$ cat config.mk
export PLATFORM = sky130hd
export DESIGN_NAME = mtp_timer_unit
export DESIGN_NICKNAME = d
export VERILOG_FILES = /design/src/logic/mtp_pkg.sv /design/src/logic/mtp_timer_unit.sv
export SDC_FILE = /design/constraint.sdc
export NUM_CORES = 1
export LEC_CHECK = 0
export BUFFER_PORTS_ARGS = -buffer_cell sky130_fd_sc_hd__buf_4
export CAP_MARGIN = 20
export CELL_PAD_IN_SITES_DETAIL_PLACEMENT = 1
export CELL_PAD_IN_SITES_GLOBAL_PLACEMENT = 1
export CORE_MARGIN = 2
export CORE_UTILIZATION = 48
export CTS_CLUSTER_SIZE = 14
export DETAILED_ROUTE_END_ITERATION = 8
export HOLD_SLACK_MARGIN = 0.15
export PLACE_DENSITY_LB_ADDON = 0.1
export SETUP_SLACK_MARGIN = 0.1
export SYNTH_ARGS = -nofsm -noshare
export SYNTH_HDL_FRONTEND = slang
export SYNTH_SLANG_ARGS = --single-unit
$ cat constraint.sdc
create_clock -name clk -period 4.5 [get_ports clk]
set_input_delay 0.45 -clock clk [delete_from_list [all_inputs] [get_ports clk]]
set_output_delay 0.45 -clock clk [all_outputs]
set_load 0.005 [all_outputs]
$ cat src/logic/mtp_pkg.sv
package mtp_pkg;

  // Control register bit positions
  localparam int unsigned C2_OUT_SEL = 3;
  localparam int unsigned C3_AUTOSTOP = 3;
  localparam int unsigned C3_RUN = 2;
  localparam int unsigned C4_PIN_EN = 3;
  localparam int unsigned C4_HI_EXT = 2;
  localparam int unsigned C4_RUN = 1;
  localparam int unsigned C4_SRC = 0;
  localparam int unsigned C2_RUN = 2;
  localparam int unsigned C5_RUN = 2;
  localparam int unsigned C6_LC_RUN = 3;
  localparam int unsigned C6_LC_SRC = 2;
  localparam int unsigned C6_AUTO_GATE = 1;
  localparam int unsigned C6_PIN0_EN = 0;

  // Values after reset
  localparam logic [3:0] CTRL_RST = 4'h0;
  localparam logic [7:0] CNT8_RST = 8'h00;
  localparam logic [3:0] CNT4_RST = 4'h0;
  localparam logic [15:0] CNT5_RST = 16'hFFFF;

  // Fifth timer underflow masks: 8192, 16384, 32768 counts, full wrap for code 11
  localparam logic [15:0] LEN_MASK0 = 16'h1FFF;
  localparam logic [15:0] LEN_MASK1 = 16'h3FFF;
  localparam logic [15:0] LEN_MASK2 = 16'h7FFF;
  localparam logic [15:0] LEN_MASK3 = 16'hFFFF;

  // Count source codes
  localparam logic [1:0] SRC3_PWM = 2'b00;
  localparam logic [1:0] SRC3_PRESC = 2'b01;
  localparam logic [1:0] SRC3_SECOND_TIMER_UNDERFLOW = 2'b10;
  localparam logic [1:0] SRC3_PIN = 2'b11;
  localparam logic [1:0] SRC2_MAIN = 2'b00;
  localparam logic [1:0] SRC2_PRESC = 2'b01;
  localparam logic [1:0] SRC2_T1UDF = 2'b10;
  localparam logic [1:0] SRC2_PWM = 2'b11;

  typedef enum logic [3:0] {
    OP_NONE, OP_LD_SECOND, OP_LD_THIRD_BOTH, OP_WR_THIRD_RELOAD, OP_LD_FOURTH_LOW,
    OP_WR_HIGH_RELOAD, OP_RESTORE_FOURTH, OP_LD_LCD, OP_WR_CTRL2, OP_WR_CTRL3,
    OP_WR_CTRL4, OP_WR_CTRL5, OP_WR_CTRL6
  } mtp_op_t;

  typedef struct packed {
    mtp_op_t op;
    logic [7:0] data;
  } mtp_cmd_t;

  typedef enum logic {PH_LOW, PH_HIGH} mtp_phase_t;

  typedef struct packed {
    logic [3:0] c2, c3, c4, c5, c6;
    logic [7:0] second_reload, cnt2, third_reload, cnt3;
    logic [7:0] pwm_low_reload, pwm_high_reload, cnt4;
    logic [3:0] lcd_timer_reload, cntlc;
    logic [15:0] cnt5;
    logic [3:0] flags;
    logic sync3, pwm, pwm_prev, run4, pre_div, gate, pin0_out, lcd_clk, wake;
    mtp_phase_t phase;
    logic [2:0] sub_sync, pin1_sync;
    logic sub_lvl, pin1_lvl;
    logic [7:0] per_cnt, per, hold;
    logic pin1_o, pin0_oe, pin1_oe;
  } mtp_state_t;

endpackage

$ cat src/logic/mtp_timer_unit.sv
`timescale 1ns/1ps
//Contract
// RL1: Software loads counter, picks source, then sets run bit of second/third timer.
// RL2: An 8-bit timer with reload n divides its count source by n+1.
// RL3: Count pulse at zero is underflow: set flag, reload, keep counting.
// RL4: Second timer underflow halved drives first counter pin when both enables set.
// RL5: Third timer: load counter and reload, write reload only, read counter.
// RL6: Software stops a timer before direct counter access; avoids reload at underflow.
// RL7: Start sync enabled by pin-control bit; valid interrupt edge gates count source.
// RL8: Sync clears on select cleared, reset, or underflow when auto-stop chosen.
// RL9: Fourth timer: load counter+low reload, write high reload, restore, read.
// RL10: Software loads fourth timer, picks source bit 0, then sets run bit 1.
// RL11: With bit 3 set, fourth timer alternates low/high reload every underflow.
// RL12: Fourth timer makes PWM on second counter pin, low/high from reloads.
// RL13: With bit 2 set, high phase stretched half a source period.
// RL14: With extension on, software keeps high reload at one or more.
// RL15: Pin-control bit 1 toggles PWM enable each third underflow unless third stopped.
// RL16: Run bit cleared in high phase: counting continues to next underflow.
// RL17: Fifth timer: 16-bit sub-clock down counter, length bits, run bit, flag.
// RL18: Clearing fifth run bit stops it and sets count to all ones.
// RL19: Fifth timer underflow during power-down wakes the system.
// RL20: LCD timer: 4-bit auto-reload, write-only, source bit 2, run bit 3.
// RL21: LCD timer underflow halved is LCD clock; fifth timer bit 4 a source.
// RL22: Pin sources count rising edges; second pin input forces port output off.
// RL23: Flags set at underflow; cleared on interrupt taken or skip.
// RL24: Fifth length codes give 8192, 16384, 32768 counts.
// RL25: Third source codes: PWM, prescaler, second underflow, second pin.
// RL26: Fourth source: main oscillator, or prescaler output halved.
// RL27: LCD source: fifth timer bit 4, or prescaler output.
module mtp_timer_unit
  import mtp_pkg::*;
(
  input wire logic clk, // 250 MHz core clock
  input wire logic rst_b, // Synchronous reset, active low
  input wire mtp_cmd_t cmd, // One instruction per cycle
  input wire logic [3:0] flag_clr, // Flags 2..5: interrupt taken or skip done
  input wire logic third_sync_select_bit, // Start sync select for third timer
  input wire logic ext_irq_pin_one_edge, // Valid edge pulse from interrupt logic
  input wire logic prescaler_output, // Prescaler underflow pulse
  input wire logic main_osc_tick, // Main oscillator count pulse
  input wire logic first_timer_underflow, // First timer underflow pulse
  input wire logic subclock_input, // Sub-clock pin, asynchronous
  input wire logic counter_pin_one_in, // Second counter pin level, asynchronous
  input wire logic power_down, // Clock-operating power-down active
  output logic [3:0] irq_flags, // Flags for second..fifth timers
  output logic [7:0] third_count, // Third timer counter read
  output logic [7:0] fourth_count, // Fourth timer counter read
  output logic [19:0] ctrl_read, // Control registers 6..2 read back
  output logic counter_pin_zero_o, // First counter pin output level
  output logic counter_pin_zero_oe, // First counter pin driven
  output logic counter_pin_one_o, // Second counter pin output level
  output logic counter_pin_one_oe, // Second counter pin driven
  output logic lcd_clock, // LCD clock
  output logic wake_pulse // Power-down return request
);

  mtp_state_t s_q, s_d;

  // Returns {underflow, next count}
  function automatic logic [8:0] step8(input logic [7:0] c, input logic [7:0] r);
    if (c == 8'h00) begin
      step8 = {1'b1, r}; // see RL3
    end else begin
      step8 = {1'b0, c - 8'h01}; // see RL2
    end
  endfunction

  logic [8:0] r2, r3, r4;
  logic [15:0] len_mask;
  logic tick2, tick3, tick4, ticklc, tick5, t5b4, pin1_rise, sub_rise;
  logic udf2, udf3, udf4, udflc, udf5, run3, go4;
  logic [3:0] udf_all;
  logic [7:0] next_reload4;

  always_comb begin
    s_d = s_q;
    r2 = 9'h000;
    r3 = 9'h000;
    r4 = 9'h000;
    next_reload4 = 8'h00;
    udf2 = 1'b0;
    udf3 = 1'b0;
    udf4 = 1'b0;
    udflc = 1'b0;
    udf5 = 1'b0;
    // Pin synchronisers: stable once second and third flops agree
    s_d.sub_sync = {s_q.sub_sync[1:0], subclock_input};
    s_d.pin1_sync = {s_q.pin1_sync[1:0], counter_pin_one_in};
    sub_rise = (s_q.sub_sync[1] == s_q.sub_sync[2]) && s_q.sub_sync[2] && !s_q.sub_lvl;
    pin1_rise = (s_q.pin1_sync[1] == s_q.pin1_sync[2]) && s_q.pin1_sync[2] && !s_q.pin1_lvl;
    if (s_q.sub_sync[1] == s_q.sub_sync[2]) begin
      s_d.sub_lvl = s_q.sub_sync[2];
    end
    if (s_q.pin1_sync[1] == s_q.pin1_sync[2]) begin
      s_d.pin1_lvl = s_q.pin1_sync[2]; // see RL22
    end
    s_d.pwm_prev = s_q.pwm;
    if (prescaler_output) begin
      s_d.pre_div = !s_q.pre_div;
    end

    // Second timer
    case (s_q.c2[1:0])
      SRC2_MAIN: tick2 = main_osc_tick;
      SRC2_PRESC: tick2 = prescaler_output;
      SRC2_T1UDF: tick2 = first_timer_underflow;
      default: tick2 = s_q.pwm && !s_q.pwm_prev;
    endcase
    if (s_q.c2[C2_RUN] && tick2) begin
      r2 = step8(s_q.cnt2, s_q.second_reload);
      udf2 = r2[8];
      s_d.cnt2 = r2[7:0];
    end
    if (udf2) begin
      s_d.pin0_out = !s_q.pin0_out; // see RL4
    end

    // Third timer with start sync and auto-stop
    case (s_q.c3[1:0])
      SRC3_PWM: tick3 = s_q.pwm && !s_q.pwm_prev; // see RL25
      SRC3_PRESC: tick3 = prescaler_output;
      SRC3_SECOND_TIMER_UNDERFLOW: tick3 = udf2;
      default: tick3 = pin1_rise; // see RL22
    endcase
    run3 = s_q.c3[C3_RUN] && (!third_sync_select_bit || s_q.sync3); // see RL7
    if (run3 && tick3) begin
      r3 = step8(s_q.cnt3, s_q.third_reload);
      udf3 = r3[8];
      s_d.cnt3 = r3[7:0];
    end
    if (!third_sync_select_bit || (udf3 && s_q.c3[C3_AUTOSTOP])) begin
      s_d.sync3 = 1'b0; // see RL8
    end
    if (third_sync_select_bit && ext_irq_pin_one_edge) begin
      s_d.sync3 = 1'b1; // see RL7
    end

    // PWM gate toggled by third underflow; released while third is stopped
    if (!s_q.c6[C6_AUTO_GATE] || !s_q.c3[C3_RUN]) begin
      s_d.gate = 1'b1; // see RL15
    end else if (udf3) begin
      s_d.gate = !s_q.gate; // see RL15
    end

    // Fourth timer and PWM
    tick4 = s_q.c4[C4_SRC] ? (prescaler_output && s_q.pre_div) : main_osc_tick; // see RL26
    // Clearing run only takes effect outside the high phase
    go4 = s_q.c4[C4_RUN] || (s_q.run4 && s_q.phase == PH_HIGH); // see RL16
    s_d.run4 = go4;
    if (go4 && tick4) begin
      next_reload4 = (s_q.c4[C4_PIN_EN] && s_q.phase == PH_LOW) ?
        s_q.pwm_high_reload : s_q.pwm_low_reload; // see RL11
      r4 = step8(s_q.cnt4, next_reload4);
      udf4 = r4[8];
      s_d.cnt4 = r4[7:0];
    end
    if (udf4 && s_q.c4[C4_PIN_EN]) begin
      if (s_q.phase == PH_LOW) begin
        s_d.phase = PH_HIGH;
        s_d.pwm = 1'b1; // see RL12
      end else begin
        s_d.phase = PH_LOW;
        if (s_q.c4[C4_HI_EXT] && s_q.per > 8'h01) begin
          s_d.hold = {1'b0, s_q.per[7:1]}; // see RL13
        end else begin
          s_d.pwm = 1'b0; // see RL12
        end
      end
    end else if (!s_q.c4[C4_PIN_EN]) begin
      s_d.phase = PH_LOW;
      s_d.pwm = 1'b0;
    end
    // Half a source period measured from the last interval between ticks
    if (s_q.hold != 8'h00) begin
      s_d.hold = s_q.hold - 8'h01;
      if (s_q.hold == 8'h01) begin
        s_d.pwm = 1'b0; // see RL13
      end
    end
    if (tick4) begin
      s_d.per = s_q.per_cnt;
      s_d.per_cnt = 8'h01;
    end else if (s_q.per_cnt != 8'hFF) begin
      s_d.per_cnt = s_q.per_cnt + 8'h01;
    end

    // Fifth timer
    case (s_q.c5[1:0])
      2'b00: len_mask = LEN_MASK0; // see RL24
      2'b01: len_mask = LEN_MASK1;
      2'b10: len_mask = LEN_MASK2;
      default: len_mask = LEN_MASK3;
    endcase
    tick5 = s_q.c5[C5_RUN] && sub_rise; // see RL17
    t5b4 = tick5 && (s_q.cnt5[4:0] == 5'h00);
    if (!s_q.c5[C5_RUN]) begin
      s_d.cnt5 = CNT5_RST; // see RL18
    end else if (tick5) begin
      udf5 = (s_q.cnt5 & len_mask) == 16'h0000;
      s_d.cnt5 = s_q.cnt5 - 16'h0001;
    end
    s_d.wake = udf5 && power_down; // see RL19

    // LCD timer
    ticklc = s_q.c6[C6_LC_SRC] ? prescaler_output : t5b4; // see RL27
    if (s_q.c6[C6_LC_RUN] && ticklc) begin
      if (s_q.cntlc == 4'h0) begin
        udflc = 1'b1;
        s_d.cntlc = s_q.lcd_timer_reload; // see RL20
      end else begin
        s_d.cntlc = s_q.cntlc - 4'h1;
      end
    end
    if (udflc) begin
      s_d.lcd_clk = !s_q.lcd_clk; // see RL21
    end

    // Flags: a set in the same cycle as a clear wins, so no underflow is lost
    udf_all = {udf5, udf4, udf3, udf2};
    for (int i = 0; i < 4; i++) begin
      if (udf_all[i]) begin
        s_d.flags[i] = 1'b1; // see RL23
      end else if (flag_clr[i]) begin
        s_d.flags[i] = 1'b0; // see RL23
      end
    end

    // Instructions; direct counter access assumes the timer is stopped
    case (cmd.op)
      OP_LD_SECOND: begin
        s_d.cnt2 = cmd.data;
        s_d.second_reload = cmd.data;
      end
      OP_LD_THIRD_BOTH: begin
        s_d.cnt3 = cmd.data; // see RL5
        s_d.third_reload = cmd.data;
      end
      OP_WR_THIRD_RELOAD: s_d.third_reload = cmd.data; // see RL5
      OP_LD_FOURTH_LOW: begin
        s_d.cnt4 = cmd.data; // see RL9
        s_d.pwm_low_reload = cmd.data;
      end
      OP_WR_HIGH_RELOAD: s_d.pwm_high_reload = cmd.data; // see RL9
      OP_RESTORE_FOURTH: s_d.cnt4 = s_q.pwm_low_reload; // see RL9
      OP_LD_LCD: begin
        s_d.cntlc = cmd.data[3:0]; // see RL20
        s_d.lcd_timer_reload = cmd.data[3:0];
      end
      OP_WR_CTRL2: s_d.c2 = cmd.data[3:0];
      OP_WR_CTRL3: s_d.c3 = cmd.data[3:0];
      OP_WR_CTRL4: s_d.c4 = cmd.data[3:0];
      OP_WR_CTRL5: s_d.c5 = cmd.data[3:0];
      OP_WR_CTRL6: s_d.c6 = cmd.data[3:0];
      default: ;
    endcase

    // Pin levels and enables taken from the next state, so each pin leaves a flop
    // with no extra cycle of delay against the state it reflects
    s_d.pin1_o = s_d.pwm && s_d.gate; // see RL15
    s_d.pin0_oe = s_d.c2[C2_OUT_SEL] && s_d.c6[C6_PIN0_EN]; // see RL4
    s_d.pin1_oe = s_d.c4[C4_PIN_EN] && (s_d.c3[1:0] != SRC3_PIN); // see RL22
  end

  always_ff @(posedge clk) begin
    if (!rst_b) begin
      s_q <= '0;
      s_q.cnt5 <= CNT5_RST;
      s_q.gate <= 1'b1;
      s_q.phase <= PH_LOW;
    end else begin
      s_q <= s_d;
    end
  end

  // Outputs taken straight from the state register
  always_comb begin
    irq_flags = s_q.flags;
    third_count = s_q.cnt3; // see RL5
    fourth_count = s_q.cnt4; // see RL9
    ctrl_read = {s_q.c6, s_q.c5, s_q.c4, s_q.c3, s_q.c2};
    counter_pin_zero_o = s_q.pin0_out;
    counter_pin_zero_oe = s_q.pin0_oe; // see RL4
    counter_pin_one_o = s_q.pin1_o; // see RL15
    counter_pin_one_oe = s_q.pin1_oe; // see RL22
    lcd_clock = s_q.lcd_clk;
    wake_pulse = s_q.wake;
  end

endmodule // mtp_timer_unit

; After elaboration in Yosys (flattened, before gate mapping)
; Cells that the tools add are included.
[op_classes]
div = 0
multipliers = 0
shift = 0
n_lt_le_gt_ge = 1
reduce_logical = 64
bitwise = 3
addsub = 7
n_mux = 56
eq_ne = 24
[op_table]
columns = cell, n
row1 = $mux W8, 10
row2 = $pmux W16 S3, 1
row3 = $mux W1, 33
row4 = $sub A8 B1 Y8 const B, 4
row5 = $mux W9, 3
row6 = $logic_not A8 Y1, 3
row7 = $reduce_bool A2 Y1, 12
row8 = $logic_and A1 B1 Y1, 23
row9 = $eq A4 B4 Y1 const B, 5
row10 = $mux W4, 5
row11 = $and A16 B16 Y16, 1
row12 = $eq A4 B3 Y1 const B, 4
row13 = $logic_not A16 Y1, 1
row14 = $pmux W8 S2, 1
row15 = $sub A16 B1 Y16 const B, 1
row16 = $logic_not A1 Y1, 10
row17 = $add A8 B1 Y8 const B, 1
row18 = $eq A4 B2 Y1 const B, 2
row19 = $eq A8 B1 Y1 const B, 1
row20 = $gt A8 B1 Y1 const B, 1
row21 = $ne A8 B8 Y1 const B, 1
row22 = $reduce_bool A8 Y1, 1
row23 = $eq A2 B1 Y1 const B, 3
row24 = $eq A2 B2 Y1 const B, 3
row25 = 16 further kinds, 25
[word_totals]
input_bits = 26
ram_bits = 0
latchBits = 0
romBits = 0
output_inout_bits = 46
word_cells = 199
n_memories = 0
regBits = 149

; Depth between registers and ports, before layout
; Gate-level depths: netlist of the first run.
[logic_depth]
depth_word = 12
mapped_depth = 8
depth_no_buf = 7

; Worst setup path after synthesis of the first run
; Ideal clock, no wire load.
[synth_path]
path_type = register to register
start = register s_q[113] (netlist bit)
end = register s_q[39] (netlist bit)
t_required_ns = 4.363
stages_incl_launch_ff = 8
n_path_buf = 0
path_slack_ns = 2.477
synth_period_minus_slack_ns = 2.023
setup_ns = 0.137
t_arrival_ns = 1.886
cell_sequence = dfxtp_1 inv_1 ha_1 or3b_2 nor2_4 a311oi_4 o41ai_1 nand4_1
[synth_via]
elab_chain_len = 8
[synth_lines]
columns = element, line_no
row1 = from (decl), mtp_timer_unit.sv:57  ; mtp_state_t s_q, s_d;
row2 = $logic_not A8 Y1, mtp_timer_unit.sv:61  ; if (c == 8'h00) begin
row3 = $mux W9, mtp_timer_unit.sv:61
row4 = $mux W1, mtp_timer_unit.sv:109  ; if (s_q.c2[C2_RUN] && tick2) begin
row5 = $pmux W1 S3, mtp_timer_unit.sv:119  ; case (s_q.c3[1:0])
row6 = $logic_and A1 B1 Y1, mtp_timer_unit.sv:126  ; if (run3 && tick3) begin
row7 = $mux W1, mtp_timer_unit.sv:126
row8 = $mux W1, mtp_timer_unit.sv:141  ; end else if (udf3) begin
row9 = $mux W1, mtp_timer_unit.sv:139  ; if (!s_q.c6[C6_AUTO_GATE] || !s_q.c3[C3_RUN]) begin
; Every way passes these cells.
; A chain may end at the register's enable or synchronous reset.

; Worst setup path after layout of the first run
[layout_path]
start = register s_q[113] (netlist bit)
end = register s_q (netlist bit third_count[0])
[layout_via]
elab_chain_len = 6
[layout_lines]
columns = element, line_no
row1 = $logic_not A8 Y1, mtp_timer_unit.sv:61
row2 = $mux W9, mtp_timer_unit.sv:61
row3 = $mux W1, mtp_timer_unit.sv:109
row4 = $pmux W1 S3, mtp_timer_unit.sv:119
row5 = $logic_and A1 B1 Y1, mtp_timer_unit.sv:126
row6 = $reduce_bool A2 Y1 (no source line), --
; Every way passes these cells.

==> results of run 1 <==
[state kept, by name (all words and copies together), names as in the netlist]
name,count
counter_pin_zero_oe,1
wake_pulse,1
counter_pin_zero_o,1
s_q,97
third_count,8
counter_pin_one_oe,1
fourth_count,8
irq_flags,4
ctrl_read,20
counter_pin_one_o,1
s_d,5
lcd_clock,1
[how the worst max path moves through the flow]
stage / slack [ps] / startpoint / endpoint / cells past startpoint
after floorplan: 2480 / s_q[113] / s_q[39] / 7
after global placement: 2220 / rst_b / third_count[7] / 5
after detailed placement: 2170 / main_osc_tick / s_q[4] / 6
after CTS: 2160 / s_q[113] / s_q[39] / 7
after global routing: 2010 / s_q[113] / third_count[0] / 7
final: 2150 / s_q[113] / third_count[0] / 7
[routing by layer]
layer,GRT usage,vias to the layer above
li1,-,3052
met1,0.332,3149
met2,0.459,115
met3,0.0482,27
met4,0.0672,0
met5,0,-
[cell usage after synthesis (4+ instances only)]
library cell / number / area (um2)
dfxtp_1: 148 / 2960
nand2_1: 106 / 398
nor2_1: 80 / 300
a21oi_1: 65 / 325
mux2i_1: 49 / 490
o21ai_0: 43 / 215
buf_4: 41 / 308
clkbuf_1: 39 / 146
inv_1: 28 / 105
nand3_1: 27 / 135
nor3_1: 18 / 90.1
nand2b_1: 16 / 100
xor2_1: 15 / 131
a211oi_1: 13 / 97.6
a31oi_1: 12 / 75.1
ha_1: 12 / 150
xnor2_1: 12 / 105
and2_1: 11 / 68.8
nand4_1: 10 / 62.6
and3_1: 9 / 56.3
o211ai_1: 8 / 60.1
nand3b_1: 7 / 52.6
nor2b_1: 7 / 43.8
or3_1: 7 / 43.8
o31ai_1: 6 / 45.0
nor4_1: 5 / 31.3
buf_2: 4 / 20.0
nand4b_1: 4 / 35.0
o21a_1: 4 / 30.0
[cell families after synthesis]
family	synth area share
fa+ha+maj	0.0206
buf+inv	0.0804
compound gates	0.170
mux	0.0687
flops	0.406
simple gates	0.222
xor+xnor	0.0324
[critical path: stages, from the launching register on]
cell	delay, ps
dfxtp_1	350
inv_1	100
ha_1	260
or3b_2	520
nor2_4	180
a311oi_4	150
nor2_1	460
o221ai_1	190
[layout by cell type (no fill, tap or decap), drive strengths merged, types with 4 or more instances in the layout]
cell    instances
dfxtp         148
nand2         106
nor2           82
buf            75
a21oi          65
mux2i          49
o21ai          43
inv            29
nand3          27
clkbuf         23
nor3           18
nand2b         16
xor2           15
a211oi         13
a31oi          12
xnor2          12
ha             12
and2           11
nand4          10
and3            9
or3             9
o211ai          8
nor4            8
nor2b           7
nand3b          7
o31ai           6
o21a            4
nand4b          4
bufinv          4
a311oi          4
clkinv          4
[power breakdown]
group | switching [mW] | leakage [nW] | internal (mW)
Combinational | 0.306 | 1.70 | 0.199
Sequential | 0.0590 | 1.20 | 1.37
Clock | 0.544 | 0.313 | 0.984
[layout make-up]
| type | instances | area (um2) | share of cell area |
|---|---|---|---|
| flip-flops and latches | 148 | 2960 | 0.359 |
| well taps | 188 | 235 | 0.0285 |
| repair buffers | 75 | 561 | 0.0679 |
| multi-input cells | 608 | 3750 | 0.454 |
| clock inverters | 8 | 148 | 0.0179 |
| clock buffers | 23 | 488 | 0.0591 |
| inverters | 29 | 109 | 0.0132 |
==> results, run 1 <==
- The run finished with clean final reports.
- The routed wire length per instance is 19.1 um.
- The first-pass iteration count of the detailed router is 5.
- The maximum buffer depth of the clock tree is 2.
- Across the routed clock network, the largest skew measured is 7.53 ps.
- The final number of hold-violating endpoints is 0.
- The area of placed instances is 7610 um2.
- The initial antenna violation count was 0.
- After clock tree synthesis, the flow added hold-fix buffers numbering 0.
- After layout, the minimum clock period comes to 2350 ps.
- When the netlist entered floorplanning its net count stood at 908.
- The prevailing post-synth register cell is dfxtp_1.
- The reg-to-reg critical path startpoint is s_q[113].
- The depth of the most critical reg-to-reg path is 7.
- Synthesis handed over a netlist of 870 instances.
- The total of cells resized after clock tree synthesis is 0.
- The cell depth of the worst min-delay path is 2.
- The detail-routed via count per cell is 5.88.
- The number of nets at the end of the flow is 917.
- The horizontal die dimension is 127 um.
- The endpoint kind of the worst setup timing path is a flop.
- The total negative setup slack is 0 ps.
- The category of the worst setup path launch point is a flop.
- The flip-flop and latch count after synthesis is 148.
- The worst setup margin is 2150 ps.
- The tree is rooted in a clkbuf_16.
- The die is 127 um tall.
- The largest net degree at the start of global routing is 48.
- The first global-routing pass estimated 33.8 mm of wire.
- The detailed router used layers up to and including met4.
- The clock net sink count is 148.
- The clock buffer count from CTS is 17.
- The via count of the first global-routing pass is 6592.
- The number of synthesis warnings is 0.
- The critical register-to-register path endpoint is third_count[0].
- The highest fanout seen on the critical path is 7.
- From synthesis to final layout, the design area changed by 13.1%.
- The startpoint identified for the worst hold timing path is counter_pin_one_in.
- Setup slack on the worst reg-to-reg path comes out at 2150 ps.
- The clock insertion delay at the later pin of the skew report is 420 ps.
- Across all layers, the routed design uses 6343 vias.
- The floorplan has 45 rows.
- Setup repair after global routing left no endpoint under its margin.
- In this run the static leakage power is 3.22 nW.
- The worst setup path is of the flop to flop kind.
- In this run the tightest slew margin relative to its limit is 0.298.
- Setup violations remaining at the end of the flow were counted as 0.
- 0 antenna diodes ended up in the layout.
- The port buffer count is 71.
- The number of different library cells used by synthesis comes to 70.
- The final clock period utilization by the worst path is 0.522.
- The total count of max-transition violations in the final report is 0.
- The CTS tree is done.
- The cell area after layout is 8250 um2.
- Dividing total power by cell area gives a power density of 419 nW/um2.
- The detailed router finished its first iteration with 399 violations.
- Counting tap cells, the placed design contains a total of 1047 instances.
- The core footprint is 15000 um2.
- In the routed design, unresolved DRC markers number 0.
- Once the clock tree was built, the setup fixing pass inserted 0 buffers.
- For this run, the number of standard cells in the final layout without fillers is 1079.
- In this run the count of I/O pins placed on the die edge is 72.
- The floorplan step defined a die boundary enclosing 16200 um2.
- For the pin with the worst max-slew slack, the measured transition is 1040 ps.
- The share of synthesized flip-flops with an asynchronous set or reset is 0.
- The initial utilization of the core area, before any placement, comes to 0.486.
- After clock tree synthesis, the clock-pin slew on the worst setup and hold paths is 60 ps.
- The smallest hold slack is 245 ps.
- The worst hold path belongs to the class primary input to flop.
- Wire segments on met2 add up to 10.2 mm in the final route.
- Before CTS, the worst setup slack after placement is 2170 ps.
- Wires add up to 20.6 mm.
- In the final layout, the share of cells above drive strength 1 is 0.141.
- The share of the Yosys chip area taken by registers is 0.406.
- The sum of overflow across all layers after global routing is 0.
- The number of enable-type register cells in the synthesized netlist is 0.
- The worst-case IR drop observed on VDD is 0.335 mV.
- The count of nets left with antenna violations once routing finished came out at 0.
- The fill cell total of the finished layout is 1751.
- Detailed placement ended at an HPWL of 14.5 mm.
- Static timing analysis puts the maximum clock frequency at 426 MHz.
- The mean instance size in the synthesized netlist is 8.39 um2.
- The count of maximum capacitance violations is 0.
- At the worst endpoint, the required time is 4780 ps.
- The count of H-tree levels built during CTS is 4.
- The utilization after layout is 0.549.
- The worst hold endpoint is s_d[30].
- In the final routing, the length of wire on met1 measures 9.43 mm.
- At the end of routability-driven placement, the weighted congestion stood at 0.863.
- In this run the cell area of the synthesized design comes to 7300 um2.
- The completed layout was analyzed and its total power is 3.46 mW.
- The critical path data arrival time is 2630 ps.
- The total length of routed met3 wires is 712 um.
- The global routing usage summed across all routing layers is 0.262.
No activity file was read; power rests on OpenSTA's default activity.
==> run 2, diff against run 1 <==
--- a/config.mk
+++ b/config.mk
@@ -10,7 +10,7 @@
 export CELL_PAD_IN_SITES_DETAIL_PLACEMENT = 1
 export CELL_PAD_IN_SITES_GLOBAL_PLACEMENT = 1
 export CORE_MARGIN = 2
-export CORE_UTILIZATION = 48
+export CORE_UTILIZATION = 45
 export CTS_CLUSTER_SIZE = 14
 export DETAILED_ROUTE_END_ITERATION = 8
 export HOLD_SLACK_MARGIN = 0.15
==> constraint.sdc (replaced) <==
create_clock -name clk -period 2.2 [get_ports clk]
set_input_delay 0.22 -clock clk [delete_from_list [all_inputs] [get_ports clk]]
set_output_delay 0.22 -clock clk [all_outputs]
set_load 0.005 [all_outputs]
==> results, run 2 (synthesized netlist as in run 1, its figures left out) <==
- The flow ran to the end, and the final reports show no timing, DRC or antenna violations.
- The path class of the tightest hold or removal check is primary input to flop.
- The largest net degree at the start of global routing is 68 (+42%).
- The multi-input combinational cell area was 3800 um2 (+1.4%).
- The power density of the placed cells was 822 nW/um2 (+96%).
- The fill cell total of the finished layout is 1876 (+7.1%).
- The count of maximum capacitance violations came to 0 (unchanged).
- The routed wire length per instance is 18.3 um (-3.8%).
- The setup path with the least slack is of type flop to flop.
- The data required time of the critical path is 2470 ps (-2310 ps).
- The number of nets at the end of the flow is 961 (+4.8%).
- The signal on the critical path passes through inv_1, ha_1, or4b_4, or3_1, a31o_2, nand4_1, a31oi_1.
- The library cell contributing the largest single delay on the critical path is or4b_4.
- The weighted congestion at the end of routability-driven global placement is 0.861 (-0.20%).
- The effective utilization at floorplan is 0.460 (-0.0260).
- The clock insertion delay at the later pin of the skew report came to 430 ps (about the same).
- Relative to the synthesized area, the layout overhead comes to 19.7%.
- The flip-flop count of the largest register after layout is 97 (unchanged).
- In the layout the commonest cells are dfxtp_1 (148), nand2_1 (106), buf_4 (100).
- The first-iteration detailed-routing DRC count is 337 (-16%).
- The register area was 2960 um2 (unchanged).
- The worst supply voltage drop on vdd is 0.613 mV (+83%).
- The initial antenna violation count is 0 (unchanged).
- The first-pass iteration count of the detailed router is 4 (-1).
- The power spent charging and discharging nets is 1.94 mW (+110%).
- The startpoint of the most critical setup path is third_count[1].
- The proportion of power drawn by the clock network came to 0.443 (about the same).
- The global routing usage summed across all routing layers was 0.248 (-0.0139).
- The final setup violation count was 0 (unchanged).
- The maximum frequency from static timing analysis is 489 MHz (+15%).
- The combinational power share is 0.152 (+0.006).
- The clock buffer count from CTS came to 17 (unchanged).
- The part of the total power dissipated in sequential elements is 0.405 (-0.007).
- Leaving out fill and tap cells, the most frequent cell in the layout is dfxtp_1.
- The worst setup margin is 155 ps (-2000 ps).
- The top-level I/O count came to 72 (unchanged).
- The total negative setup slack is 0 ps (unchanged).
- The antenna diode count was 0 (unchanged).
- The die span in y came to 131 um (+3.2%).
- The maximum buffer depth of the clock tree is 2 (unchanged).
- The post-route DRC violation count is 0 (unchanged).
- The internal power is 5.25 mW (+110%).
- The worst slack after detailed placement was 47.8 ps (-2120 ps).
- The port buffer count is 71 (unchanged).
- The number of placement rows came to 46 (+2.2%).
- The total wirelength of the detailed-routed design was 21.1 mm (+2.7%).
- The via count of the routed design is 6538 (+3.1%).
- The via count of the first global-routing pass was 6842 (+3.8%).
- The worst hold path begins at cmd[3].
- The count of H-tree levels built during CTS came to 4 (unchanged).
- The reg-to-reg critical path startpoint is third_count[1].
- The horizontal die dimension was 131 um (+3.2%).
- The share of layout cells above drive strength 1 is 0.174 (+0.0327).
- The half-perimeter wire length after placement is 14.8 mm (+2.5%).
- Setup repair after global routing could not meet its margin everywhere.
- In this run the clock root is driven by a clkbuf_16.
- The remaining number of nets flagged by the antenna check after routing is 0 (unchanged).
- The clock net sink count is 148 (unchanged).
- The final clock skew is 16.8 ps (+9.23 ps).
- The fraction of power spent switching nets is 0.270 (+0.00697).
- The transition time of the tightest slew-check pin was 657 ps (-388 ps).
- TritonCTS built the clock tree.
- The detail-routed via count per cell was 5.68 (-3.5%).
- The final number of hold-violating endpoints is 0 (unchanged).
- The minimum clock period is 2040 ps (-305 ps).
- The final clock period utilization by the worst path is 0.929 (+0.407).
- The delay of the slowest critical-path stage is 530 ps (about the same).
- The die area is 17300 um2 (+6.5%).
- The endpoint kind of the worst setup timing path is a flop.
- The relative slew slack is 0.561 (+0.263).
- The worst setup path is launched from a flop.
- The wire length of the first global-routing pass was 34.7 mm (+2.6%).
- The clock slew seen by the registers of the worst setup and hold paths is 60 ps (about the same).
- The total count of max-transition violations in the final report is 0 (unchanged).
- The critical path data arrival time is 2320 ps (-310 ps).
- The sum of overflow across all layers after global routing is 0 (unchanged).
- The register ranked first by flip-flop count is s_q.
- The highest fanout seen on the critical path is 8 (+1).
- The static leakage is 3.45 nW (+7.1%).
- The core footprint is 15900 um2 (+5.7%).
-- run 2: stage by stage --
| stage | hold WS [ps] | total power, mW | cells | util | cell area [um2] |
|---|---|---|---|---|---|
| CTS | 151 | 7.22 | 1149 | 0.546 | 8680 |
| floorplan | 340 | 3.70 | 870 | - | 7300 |
| finish | 163 | 7.19 | 1152 | 0.550 | 8740 |
| global route | 169 | 7.50 | 1152 | 0.550 | 8740 |
| global placement | 430 | 3.95 | 1098 | 0.493 | 7830 |
| detailed placement | 426 | 4.01 | 1098 | 0.493 | 7830 |
-- run 2: area by class of cell --
class / count / share of cell area
tap: 216 / 0.0309
multi-input combinational: 608 / 0.435
clock buffer: 20 / 0.0522
sequential: 148 / 0.339
timing repair buffer: 119 / 0.109
clock inverter: 12 / 0.0216
inverter: 29 / 0.0125
-- run 2: per-layer routing --
layer  track usage  vias to the layer above  share of wire
met5             0                        -              0
met4        0.0791                        0          0.017
met3        0.0509                       29          0.039
met2         0.442                      138           0.50
met1         0.299                     3228           0.45
li1              -                     3143              -
-- run 2: final timing paths --
kind,to,slack [ps],depth (start not counted)
max,third_count[4],160,7
min,s_q[124],160,3
max reg2reg,third_count[4],160,7
min reg2reg,s_d[34],440,1
-- run 2: worst max-delay path: cells and delay by family, from the launching register on --
kind / cells / cell delay, ps
adder cells (fa/ha/maj): 1 / 140
flip-flops: 1 / 340
buffers and inverters: 1 / 90
AO/OA/AOI/OAI: 2 / 340
AND/OR/NAND/NOR: 3 / 980
-- run 2: power groups by stage --
stage          Combinational (mW)  Sequential [mW]  Clock (mW)
6_report                     1.10             2.91        3.18
5_1_grt                      1.22             2.92        3.36
4_1_cts                      1.08             2.90        3.23
3_5_place_dp                 1.04             2.96           0
3_3_place_gp                0.997             2.96           0
2_1_floorplan               0.773             2.93           0
-- run 2: timing repair --
item	CTS	global route
buffers inserted	1	3
pin swaps	1	1
endpoints found under the hold margin	30	0
gates resized for setup	3	10
setup endpoints to repair	3	13
hold buffers	18	0
